## src/common/adc_conv_pkg.sv

```systemverilog
// Constants for the converter control and parallel read port.
// Assumes a single 25 MHz clock; all counts are in clk cycles.
package adc_conv_pkg;
  // ****************************************************************
  // Widths
  // ****************************************************************
  localparam int unsigned RESULT_W = 12;
  localparam int unsigned MSB_IDX = 11;
  localparam int unsigned LSB_IDX = 0;
  // ****************************************************************
  // Timing
  // ****************************************************************
  localparam int unsigned CLK_PERIOD_NS = 40;
  localparam int unsigned CONV_TIME_NS = 910;
  localparam int unsigned CONV_CYCLES = CONV_TIME_NS / CLK_PERIOD_NS;
  localparam int unsigned CONVERT_PULSE_NS = 40;
  localparam int unsigned CONVERT_PULSE_CYCLES =
    (CONVERT_PULSE_NS + CLK_PERIOD_NS - 1) / CLK_PERIOD_NS;
  localparam int unsigned CNT_W = 6;
  // ****************************************************************
  // Reset values
  // ****************************************************************
  localparam logic [RESULT_W-1:0] RESULT_RESET = 12'h000;
  localparam logic [CNT_W-1:0] CNT_RESET = 6'h00;
  typedef enum logic [1:0] {ST_IDLE, ST_CONVERT, ST_LATCH} conv_state_t;
endpackage

```

## src/verilog/sar_engine.sv

```systemverilog
// Successive approximation core: one bit decided per step, MSB first.
// Assumes the comparator input is already synchronised to clk.
module sar_engine
(
  // Clock and reset
  input wire logic clk,
  input wire logic rst_n,
  // Control
  input wire logic start,
  input wire logic step,
  // Comparator
  input wire logic cmp_above,
  // Result
  output logic [adc_conv_pkg::RESULT_W-1:0] code,
  output logic [adc_conv_pkg::RESULT_W-1:0] trial
);
  logic [adc_conv_pkg::RESULT_W-1:0] code_r;
  logic [adc_conv_pkg::RESULT_W-1:0] mask_r;
  logic [adc_conv_pkg::RESULT_W-1:0] keep;
  // Straight binary: trial is the kept bits with the current mask bit set
  assign trial = code_r | mask_r;
  assign keep = cmp_above ? mask_r : {adc_conv_pkg::RESULT_W{1'b0}};
  assign code = code_r;
  always_ff @(posedge clk or negedge rst_n)
  begin
    if (!rst_n)
    begin
      code_r <= adc_conv_pkg::RESULT_RESET;
      mask_r <= adc_conv_pkg::RESULT_RESET;
    end
    else if (start)
    begin
      code_r <= adc_conv_pkg::RESULT_RESET;
      mask_r <= 12'h800;
    end
    else if (step && mask_r != 12'h000)
    begin
      code_r <= code_r | keep;
      mask_r <= mask_r >> 1;
    end
  end
endmodule

```

## src/verilog/adc_convert_port.sv

```systemverilog
// Converter control and three-state parallel read port.
// Assumes chip select, read/convert and the comparator come from pins.
// What this block does
// - Result bus floats when select high, read/convert low, or converting.
// - Result MSB on bit 11, LSB on bit 0.
// - With select low, read/convert falling holds sample and starts conversion.
// - With select low and idle, read/convert rising drives the bus.
// - With read/convert low, select falling starts a conversion.
// - With read/convert high and idle, select falling drives the bus.
// - Busy low from start until result latched in output register.
// - Valid data on bus when busy rises with select low, read high.
// - Conversion requests while busy low are ignored.
// - Result coded in binary twos complement.
module adc_convert_port
(
  // Clock and reset
  input wire logic clk,
  input wire logic rst_n,
  // Host control pins
  input wire logic cs_n,
  input wire logic read_conv,
  // Analog comparator
  input wire logic cmp_above,
  // Result bus
  output logic [adc_conv_pkg::RESULT_W-1:0] result_bits_o,
  output logic [adc_conv_pkg::RESULT_W-1:0] result_bits_oe,
  // Status and sampler
  output logic busy_n,
  output logic hold
);
  // ****************************************************************
  // Pin synchronisers
  // ****************************************************************
  logic cs_meta_r, cs_r, rc_meta_r, rc_r, cmp_meta_r, cmp_r;
  logic cs_prev_r, rc_prev_r;
  always_ff @(posedge clk or negedge rst_n)
  begin
    if (!rst_n)
    begin
      cs_meta_r <= 1'b1;
      cs_r <= 1'b1;
      rc_meta_r <= 1'b1;
      rc_r <= 1'b1;
      cmp_meta_r <= 1'b0;
      cmp_r <= 1'b0;
      cs_prev_r <= 1'b1;
      rc_prev_r <= 1'b1;
    end
    else
    begin
      cs_meta_r <= cs_n;
      cs_r <= cs_meta_r;
      rc_meta_r <= read_conv;
      rc_r <= rc_meta_r;
      cmp_meta_r <= cmp_above;
      cmp_r <= cmp_meta_r;
      cs_prev_r <= cs_r;
      rc_prev_r <= rc_r;
    end
  end
  // ****************************************************************
  // Request decode
  // ****************************************************************
  // Both inputs are ORed: the start is the combination going low
  wire conv_lvl = !cs_r && !rc_r;
  wire conv_lvl_prev = !cs_prev_r && !rc_prev_r;
  wire conv_req = conv_lvl && !conv_lvl_prev;
  adc_conv_pkg::conv_state_t state_r, state_nxt;
  logic [adc_conv_pkg::CNT_W-1:0] cnt_r;
  logic [adc_conv_pkg::RESULT_W-1:0] out_reg_r;
  wire idle = state_r == adc_conv_pkg::ST_IDLE;
  wire start = idle && conv_req;
  wire step = state_r == adc_conv_pkg::ST_CONVERT;
  wire conv_done = step && cnt_r == adc_conv_pkg::CONV_CYCLES[adc_conv_pkg::CNT_W-1:0] - 6'h01;
  wire [adc_conv_pkg::RESULT_W-1:0] code;
  sar_engine u_sar
  (
    .clk(clk),
    .rst_n(rst_n),
    .start(start),
    .step(step),
    .cmp_above(cmp_r),
    .code(code),
    .trial()
  );
  // ****************************************************************
  // Sequencer
  // ****************************************************************
  always_comb
  begin
    state_nxt = state_r;
    case (state_r)
      adc_conv_pkg::ST_IDLE:
      begin
        if (start)
          state_nxt = adc_conv_pkg::ST_CONVERT;
      end
      adc_conv_pkg::ST_CONVERT:
      begin
        if (conv_done)
          state_nxt = adc_conv_pkg::ST_LATCH;
      end
      // One extra cycle so the output register is written on the edge busy rises
      adc_conv_pkg::ST_LATCH:
      begin
        state_nxt = adc_conv_pkg::ST_IDLE;
      end
      default: state_nxt = adc_conv_pkg::ST_IDLE;
    endcase
  end
  // Drive enable only when select low, read high and idle
  wire drive_nxt = !cs_r && rc_r && (state_nxt == adc_conv_pkg::ST_IDLE);
  // ****************************************************************
  // Next values
  // ****************************************************************
  wire latch_now = state_r == adc_conv_pkg::ST_LATCH;
  wire [adc_conv_pkg::RESULT_W-1:0] result_nxt = code ^ 12'h800;
  wire [adc_conv_pkg::CNT_W-1:0] cnt_nxt = start ? adc_conv_pkg::CNT_RESET : (step ? cnt_r + 6'h01 : cnt_r);
  wire busy_n_nxt = state_nxt == adc_conv_pkg::ST_IDLE;
  wire hold_nxt = state_nxt == adc_conv_pkg::ST_CONVERT;
  wire [adc_conv_pkg::RESULT_W-1:0] oe_nxt = {adc_conv_pkg::RESULT_W{drive_nxt}};
  // New word reaches the bus on the edge busy rises, so the host latch sees it
  wire [adc_conv_pkg::RESULT_W-1:0] data_nxt = latch_now ? result_nxt : out_reg_r;
  // ****************************************************************
  // State registers
  // ****************************************************************
  always_ff @(posedge clk or negedge rst_n)
  begin
    if (!rst_n)
      state_r <= adc_conv_pkg::ST_IDLE;
    else
      state_r <= state_nxt;
  end
  always_ff @(posedge clk or negedge rst_n)
  begin
    if (!rst_n)
      cnt_r <= adc_conv_pkg::CNT_RESET;
    else
      cnt_r <= cnt_nxt;
  end
  always_ff @(posedge clk or negedge rst_n)
  begin
    if (!rst_n)
      out_reg_r <= adc_conv_pkg::RESULT_RESET;
    else if (latch_now)
      out_reg_r <= result_nxt;
  end
  // ****************************************************************
  // Output registers
  // ****************************************************************
  always_ff @(posedge clk or negedge rst_n)
  begin
    if (!rst_n)
      busy_n <= 1'b1;
    else
      busy_n <= busy_n_nxt;
  end
  always_ff @(posedge clk or negedge rst_n)
  begin
    if (!rst_n)
      hold <= 1'b0;
    else
      hold <= hold_nxt;
  end
  always_ff @(posedge clk or negedge rst_n)
  begin
    if (!rst_n)
      result_bits_oe <= {adc_conv_pkg::RESULT_W{1'b0}};
    else
      result_bits_oe <= oe_nxt;
  end
  always_ff @(posedge clk or negedge rst_n)
  begin
    if (!rst_n)
      result_bits_o <= adc_conv_pkg::RESULT_RESET;
    else
      result_bits_o <= data_nxt;
  end
  // ****************************************************************
  // Checks
  // ****************************************************************
  float_when_busy_a: assert property (@(posedge clk) disable iff (!rst_n)
    !busy_n |-> result_bits_oe == 12'h000) else $error("bus driven while busy");
  float_cs_high_a: assert property (@(posedge clk) disable iff (!rst_n)
    cs_r |=> result_bits_oe == 12'h000) else $error("bus driven with select high");
  busy_on_start_a: assert property (@(posedge clk) disable iff (!rst_n)
    start |=> !busy_n [*8]) else $error("busy not held low");
  busy_release_a: assert property (@(posedge clk) disable iff (!rst_n)
    start |-> ##[20:26] busy_n) else $error("busy never rose");
  data_at_rise_a: assert property (@(posedge clk) disable iff (!rst_n)
    $rose(busy_n) |-> result_bits_o == out_reg_r) else $error("data not valid at busy rise");
  ignore_busy_a: assert property (@(posedge clk) disable iff (!rst_n)
    !idle && cnt_r != adc_conv_pkg::CNT_RESET |=> cnt_r != adc_conv_pkg::CNT_RESET)
    else $error("request accepted while busy");
  busy_length_a: assert property (@(posedge clk) disable iff (!rst_n)
    $fell(busy_n) |-> ##22 !busy_n ##1 busy_n) else $error("busy length wrong");
  hold_release_a: assert property (@(posedge clk) disable iff (!rst_n)
    $rose(busy_n) |-> !hold) else $error("hold kept after conversion");
  float_rc_low_a: assert property (@(posedge clk) disable iff (!rst_n)
    !rc_r |=> result_bits_oe == 12'h000) else $error("bus driven in convert mode");
  oe_uniform_a: assert property (@(posedge clk) disable iff (!rst_n)
    result_bits_oe == 12'h000 || result_bits_oe == 12'hfff) else $error("bus enables split");
  data_stable_a: assert property (@(posedge clk) disable iff (!rst_n)
    idle |=> $stable(result_bits_o)) else $error("bus word changed while idle");
  cnt_bound_a: assert property (@(posedge clk) disable iff (!rst_n)
    state_r == adc_conv_pkg::ST_CONVERT |-> cnt_r <= adc_conv_pkg::CONV_CYCLES[adc_conv_pkg::CNT_W-1:0] - 6'h01)
    else $error("conversion overran");
  latch_once_a: assert property (@(posedge clk) disable iff (!rst_n)
    state_r == adc_conv_pkg::ST_LATCH |=> idle) else $error("latch state held");
  hold_in_convert_a: assert property (@(posedge clk) disable iff (!rst_n)
    state_r == adc_conv_pkg::ST_CONVERT && !conv_done |=> hold) else $error("hold dropped early");
  keep_result_a: assert property (@(posedge clk) disable iff (!rst_n)
    state_r != adc_conv_pkg::ST_LATCH |=> $stable(out_reg_r)) else $error("result changed");
  hold_follows_a: assert property (@(posedge clk) disable iff (!rst_n)
    start |=> hold && !busy_n) else $error("hold not entered");
  read_enable_a: assert property (@(posedge clk) disable iff (!rst_n)
    idle && state_nxt == adc_conv_pkg::ST_IDLE && !cs_r && rc_r |=> result_bits_oe == 12'hfff)
    else $error("bus not enabled");
endmodule

```

## config.mk

```make
export PLATFORM = sky130hd
export DESIGN_NAME = adc_convert_port
export DESIGN_NICKNAME = d
export VERILOG_FILES = /design/src/common/adc_conv_pkg.sv /design/src/verilog/sar_engine.sv /design/src/verilog/adc_convert_port.sv
export SDC_FILE = /design/constraint.sdc
export NUM_CORES = 1
export LEC_CHECK = 0
export ABC_AREA = 1
export BUFFER_PORTS_ARGS = -buffer_cell sky130_fd_sc_hd__buf_4
export CAP_MARGIN = 20
export CELL_PAD_IN_SITES_DETAIL_PLACEMENT = 0
export CELL_PAD_IN_SITES_GLOBAL_PLACEMENT = 1
export CORE_MARGIN = 2
export CORE_UTILIZATION = 47
export CTS_CLUSTER_SIZE = 40
export DETAILED_ROUTE_END_ITERATION = 10
export PLACE_DENSITY = 0.95
export SYNTH_ARGS = -nofsm -noshare
export SYNTH_HDL_FRONTEND = slang
export SYNTH_SLANG_ARGS = --single-unit
export TNS_END_PERCENT = 20
```

## constraint.sdc

```tcl
create_clock -name clk -period 4.02 [get_ports clk]
set_input_delay 0 -clock clk [delete_from_list [all_inputs] [get_ports clk]]
set_output_delay 0 -clock clk [all_outputs]
set_load 0.01 [all_outputs]
```

; ---- Word-level counts from Yosys, hierarchy flattened
; Cells that the tools add are included.
; W data, S select, Z words.
[op_classes]
add_sub_neg = 1
n_eq_ne = 4
n_mux = 10
n_bitwise = 2
reduce_logical = 18
[op_table]
columns = operator, n
row1 = $mux W12, 5
row2 = $mux W6, 2
row3 = $or A12 B12 Y12, 1
row4 = $reduce_bool A12 Y1, 1
row5 = $logic_and A1 B1 Y1, 8
row6 = $add A6 B1 Y6 const B, 1
row7 = $eq A6 B5 Y1 const B, 1
row8 = $logic_not A1 Y1, 5
row9 = $eq A2 B1 Y1 const B, 2
row10 = $logic_not A2 Y1, 2
row11 = $mux W2, 2
row12 = $pmux W2 S2, 1
row13 = $reduce_bool A2 Y1, 2
row14 = $eq A2 B2 Y1 const B, 1
row15 = $not A1 Y1, 1
[word_totals]
ff_bits = 55
input_bits = 5
word_cells = 51

; ---- Longest topological paths before layout
[logic_depth]
word_depth = 9
mapped_depth = 8
ltp_nobuf = 7

; ---- By module
; Synthesis repeated with hierarchy kept, for this count alone.
[unflattened]
cells_unflattened = 314
area_unflattened_um2 = 2652.5
[by_module_without_submodules]
columns = module, n_inst, cells_each, area_per_inst_um2, seq_area_each_um2
row1 = sar_engine, 1, 179, 1350.0, 600.6
row2 = adc_convert_port, 1, 135, 1302.5, 784.5

; ---- Least setup slack after synthesis
; OpenSTA, ideal clock, no wires.
[synth_path]
kind = register -> register
startpoint = reg cs_prev_r
endpoint = reg u_sar.code_r (netlist bit u_sar.code[10])
setup_ps = 117
arrival_ps = 1213
t_required_ps = 3903
slack_ps = 2690
stages_incl_launch_ff = 8
path_cell_list = dfstp_2 inv_1 nand2_1 nand3_2 buf_4 buf_2 nand4_1 nand2_1
[synth_via]
elab_chain_cells = 6
elab_cells_between_ends = 7
classes_between = mux (1) / reduce/logical (6)
[synth_rtl]
columns = element, line
row1 = from (decl), adc_convert_port.sv:35  ; logic cs_prev_r, rc_prev_r;
row2 = from (signal assigned), adc_convert_port.sv:57  ; cs_prev_r <= cs_r;
row3 = $logic_not A1 Y1 *, adc_convert_port.sv:66  ; wire conv_lvl_prev = !cs_prev_r && !rc_prev_r;
row4 = $logic_and A1 B1 Y1 *, adc_convert_port.sv:66
row5 = $logic_not A1 Y1 *, adc_convert_port.sv:67  ; wire conv_req = conv_lvl && !conv_lvl_prev;
row6 = $logic_and A1 B1 Y1 *, adc_convert_port.sv:67
row7 = $logic_and A1 B1 Y1 *, adc_convert_port.sv:72  ; wire start = idle && conv_req;
row8 = $mux W12 or $reduce_bool A2 Y1 (tied branches), -
row9 = to (signal assigned), sar_engine.sv:28  ; code_r <= adc_conv_pkg::RESULT_RESET;
row10 = to (signal assigned), sar_engine.sv:33  ; code_r <= adc_conv_pkg::RESULT_RESET;
row11 = to (signal assigned), sar_engine.sv:38  ; code_r <= code_r | keep;
row12 = to (decl), sar_engine.sv:17  ; logic [adc_conv_pkg::RESULT_W-1:0] code_r;
; Every way passes the cells marked *; elsewhere a longest branch is shown, timed or not.
; A chain may end at the register's enable or synchronous reset.

; ---- Worst setup path in the final report
[layout_path]
startpoint = reg rc_prev_r
endpoint = reg u_sar.mask_r[11] in the netlist's numbering
[layout_via]
elab_chain_cells = 6
elab_cells_between_ends = 7
classes_between = mux (1) / reduce/logical (6)
[layout_rtl]
columns = element, line
row1 = from (decl), adc_convert_port.sv:35
row2 = from (signal assigned), adc_convert_port.sv:58  ; rc_prev_r <= rc_r;
row3 = $logic_not A1 Y1 *, adc_convert_port.sv:66
row4 = $logic_and A1 B1 Y1 *, adc_convert_port.sv:66
row5 = $logic_not A1 Y1 *, adc_convert_port.sv:67
row6 = $logic_and A1 B1 Y1 *, adc_convert_port.sv:67
row7 = $logic_and A1 B1 Y1 *, adc_convert_port.sv:72
row8 = $mux W12 or $reduce_bool A2 Y1 (tied branches), -
row9 = to (signal assigned), sar_engine.sv:29  ; mask_r <= adc_conv_pkg::RESULT_RESET;
row10 = to (signal assigned), sar_engine.sv:39  ; mask_r <= mask_r >> 1;
row11 = to (decl), sar_engine.sv:18  ; logic [adc_conv_pkg::RESULT_W-1:0] mask_r;
; Marked as above.

==> flow_summary.toml <==
[critical_path]
arrival_ns = 2.25
cp_top_family = "simple AND/OR/NAND/NOR gates"
crit_type = "flip-flop to flip-flop"
worst-path-buf-inv = 1
crit_path_end_kind = "flip-flop"
critPathLaunchType = "flip-flop"
crit_required_ns = 4.19
worstPathCellList = "inv_1, nand2_1, nand3_2, nand2_8, nand2_4, nand2_1, nand2_1"
worstSetupStartpoint = "rc_prev_r"
r2r-start = "rc_prev_r"
crit_fanout = 31
slowest_delay_ns = 0.52
cp_slowest_cell = "dfstp_2"
cp_common_cell = "nand2_1"

[floorplan]
num_io_pins = 31
core-area_um2 = 5040
core.rowCount = 26
start_util_pct = 48.3
die-width_um = 76.0
chipHeight_um = 76.0
dieArea_um2 = 5770

[sta]
finalHoldViolCount = 0
maxSlewViolCount = 0
final.setup.tns_ns = 0
fin_ws_ns = 1.94
max_clock_freq_mhz = 480
relSlewSlack_pct = 53.8
period_share_pct = 51.8
fin_crit_ns = 2.08
finalSetupViolCount = 0
finalClockSkew_ns = 0.0115
tightest_slew_ns = 0.691
rsz0062_at_grt = "false"

[finish]
final_cells = 356
final_area_um2 = 2700
area_growth_pct = 11.0
final_nets = 292
layout-drive-gt1-share_pct = 16.4
antenna_cells = 0
fillers = 463
utilization_pct = 53.6

[route]
viasPerCell = 4.78
wirelength_mm = 4.02
routedWlPerCell_um = 11.3
firstDrtPassIters = 4
drtIter0Drc = 117
drc = 0
drtAntennaViolNets = 0
dr_total_vias = 1700

[clock_tree]
htree_levels = 2
clk_path_buf_depth = 2
cts_buffers = 5
post_cts_resized = 0
cts.reportedPaths.clkPinSlew_ns = 0.09
cts_tree = "done"
clk_latency_ns = 0.31
cts_root_buf = "clkbuf_8"
clock_sinks = 55

[synth]
synth_cell_types = 23
yosysWarningCount = 0
ys_seq_elements = 55
synth_seq_area_share_pct = 56.9
syn-cell-area_um2 = 2430
synth_area_per_cell_um2 = 9.09
post_synth_inst_count = 268
syn_nets = 275

[grt]
track_usage_pct = 15.1
grt_max_degree = 56
grt_pass1_wl_mm = 7.09
antenna_found_initial = 0
grt_overflow = 0
grt_pass1_vias = 1562

[power_and_ir_drop]
powerDensity_nw_per_um2 = 565
leakagePower_nw = 1.42
ir_worst_vdd_mv = 0.225

[worst_hold_path]
hold_path.class = "primary input to asynchronous set/reset pin"

[flow_run]
max_cap_violations = 0

[run_status]
status = "completed"

[place]
dp_hpwl_mm = 2.64
routabilityCongestion = 0.789
dp.cells = 344
numPortBuffers = 30
place_area_um2 = 2570
dp_worst_setup_slack_ns = 1.97
==> path summary, 6_finish.rpt <==
kind                                    end  slack (ns)  cells after the start
setup / recovery           u_sar.mask_r[11]        1.94                      7
setup reg to reg           u_sar.mask_r[11]        1.94                      7
min in group clk                  cs_meta_r        0.34                      2
hold / removal                     cnt_r[5]        0.26                      2
max in group asynchronous             cmp_r        3.33                      2
hold reg to reg                       cmp_r        0.36                      0
==> stage by stage <==
stage | hold WS (ns) | total power, W
2_1_floorplan | -0.296 | 0.00115
3_3_place_gp | 0.0754 | 0.00121
3_5_place_dp | 0.0794 | 0.00123
4_1_cts | 0.281 | 0.00154
5_1_grt | 0.312 | 0.00165
6_report | 0.255 | 0.00153
==> Yosys cell counts, drive strengths merged <==
| cell type | number | share of area, % |
|---|---|---|
| a21oi | 4 | 0.82 |
| buf | 19 | 6.4 |
| or2 | 1 | 0.26 |
| nor3 | 2 | 0.41 |
| dfstp | 7 | 7.6 |
| dfrtp | 48 | 49 |
| nand4 | 24 | 6.2 |
| xnor2 | 1 | 0.36 |
| clkbuf | 5 | 0.77 |
| o22ai | 2 | 0.51 |
| nor2 | 13 | 2.0 |
| a21o | 1 | 0.31 |
| inv | 26 | 4.0 |
| o21ai | 17 | 3.5 |
| nand3b | 2 | 0.62 |
| nand3 | 5 | 1.2 |
| ha | 2 | 1.0 |
| nand2 | 89 | 15 |
==> cells by family after synthesis <==
kind of cell	count (synthesis)	synth area share (%)
simple gates	136	25.4
flops	55	56.9
buf+inv	50	11.2
compound gates	24	5.14
fa+ha+maj	2	1.03
xor+xnor	1	0.360
==> registers in the layout (all words and copies together), names as in the netlist <==
register / count
busy_n: 1
cmp_meta_r: 1
cmp_r: 1
cnt_r: 6
cs_meta_r: 1
cs_prev_r: 1
cs_r: 1
hold: 1
out_reg_r: 12
rc_meta_r: 1
rc_prev_r: 1
rc_r: 1
result_bits_oe: 1
state_r: 2
u_sar.code: 12
u_sar.mask_r: 12
==> layer usage <==
metal | track usage [%] | share of wire [%] | vias to the layer above
met4 | 6.73 | 1.9 | 0
met2 | 24.0 | 43 | 47
met1 | 20.0 | 50 | 767
met5 | 0 | 0 | -
li1 | - | - | 880
met3 | 3.32 | 4.8 | 6
==> layout by cell type, fill, tap and decap left out <==
master,count
dlygate4sd3_1,4
nand2_4,1
dfstp_2,7
clkinv_2,1
nand3b_1,2
nand2_8,1
nand3_1,4
xnor2_1,1
nand3_2,1
ha_1,2
nand2_1,87
a21o_1,1
nor2_1,13
clkbuf_1,1
clkbuf_8,6
a21oi_1,4
o21ai_0,17
o22ai_1,2
dfrtp_1,48
inv_1,26
buf_4,30
nor3_1,2
nand4_1,24
or2_0,1
==> worst register-to-register path: cells and delay by family (launching register included) <==
kind	cells	cell delay, ns
buffers and inverters	1	0.04
flip-flops	1	0.52
AND/OR/NAND/NOR	6	1.40
==> power by group <==
group / total [W] / internal [W] / switching, W / leakage [nW]
sequential: 0.000774 / 0.000674 / 0.000100 / 0.722
clock: 0.000306 / 0.000139 / 0.000167 / 0.0482
combinational: 0.000447 / 0.000151 / 0.000296 / 0.648
==> layout make-up <==
class,instances,area [um^2],area share (%)
timing repair buffer,34,265,9.81
inverter,26,97.6,3.61
clock inverter,1,5.00,0.185
sequential,55,1390,51.2
clock buffer,7,86.3,3.19
tap,70,87.6,3.24
multi-input combinational,163,777,28.7
==> repair_timing <==
action | in CTS | in global routing
hold endpoints to repair | 51 | 0
hold buffers | 4 | 0
setup buffers | 0 | 0
Power figures use the tool's default switching activity.
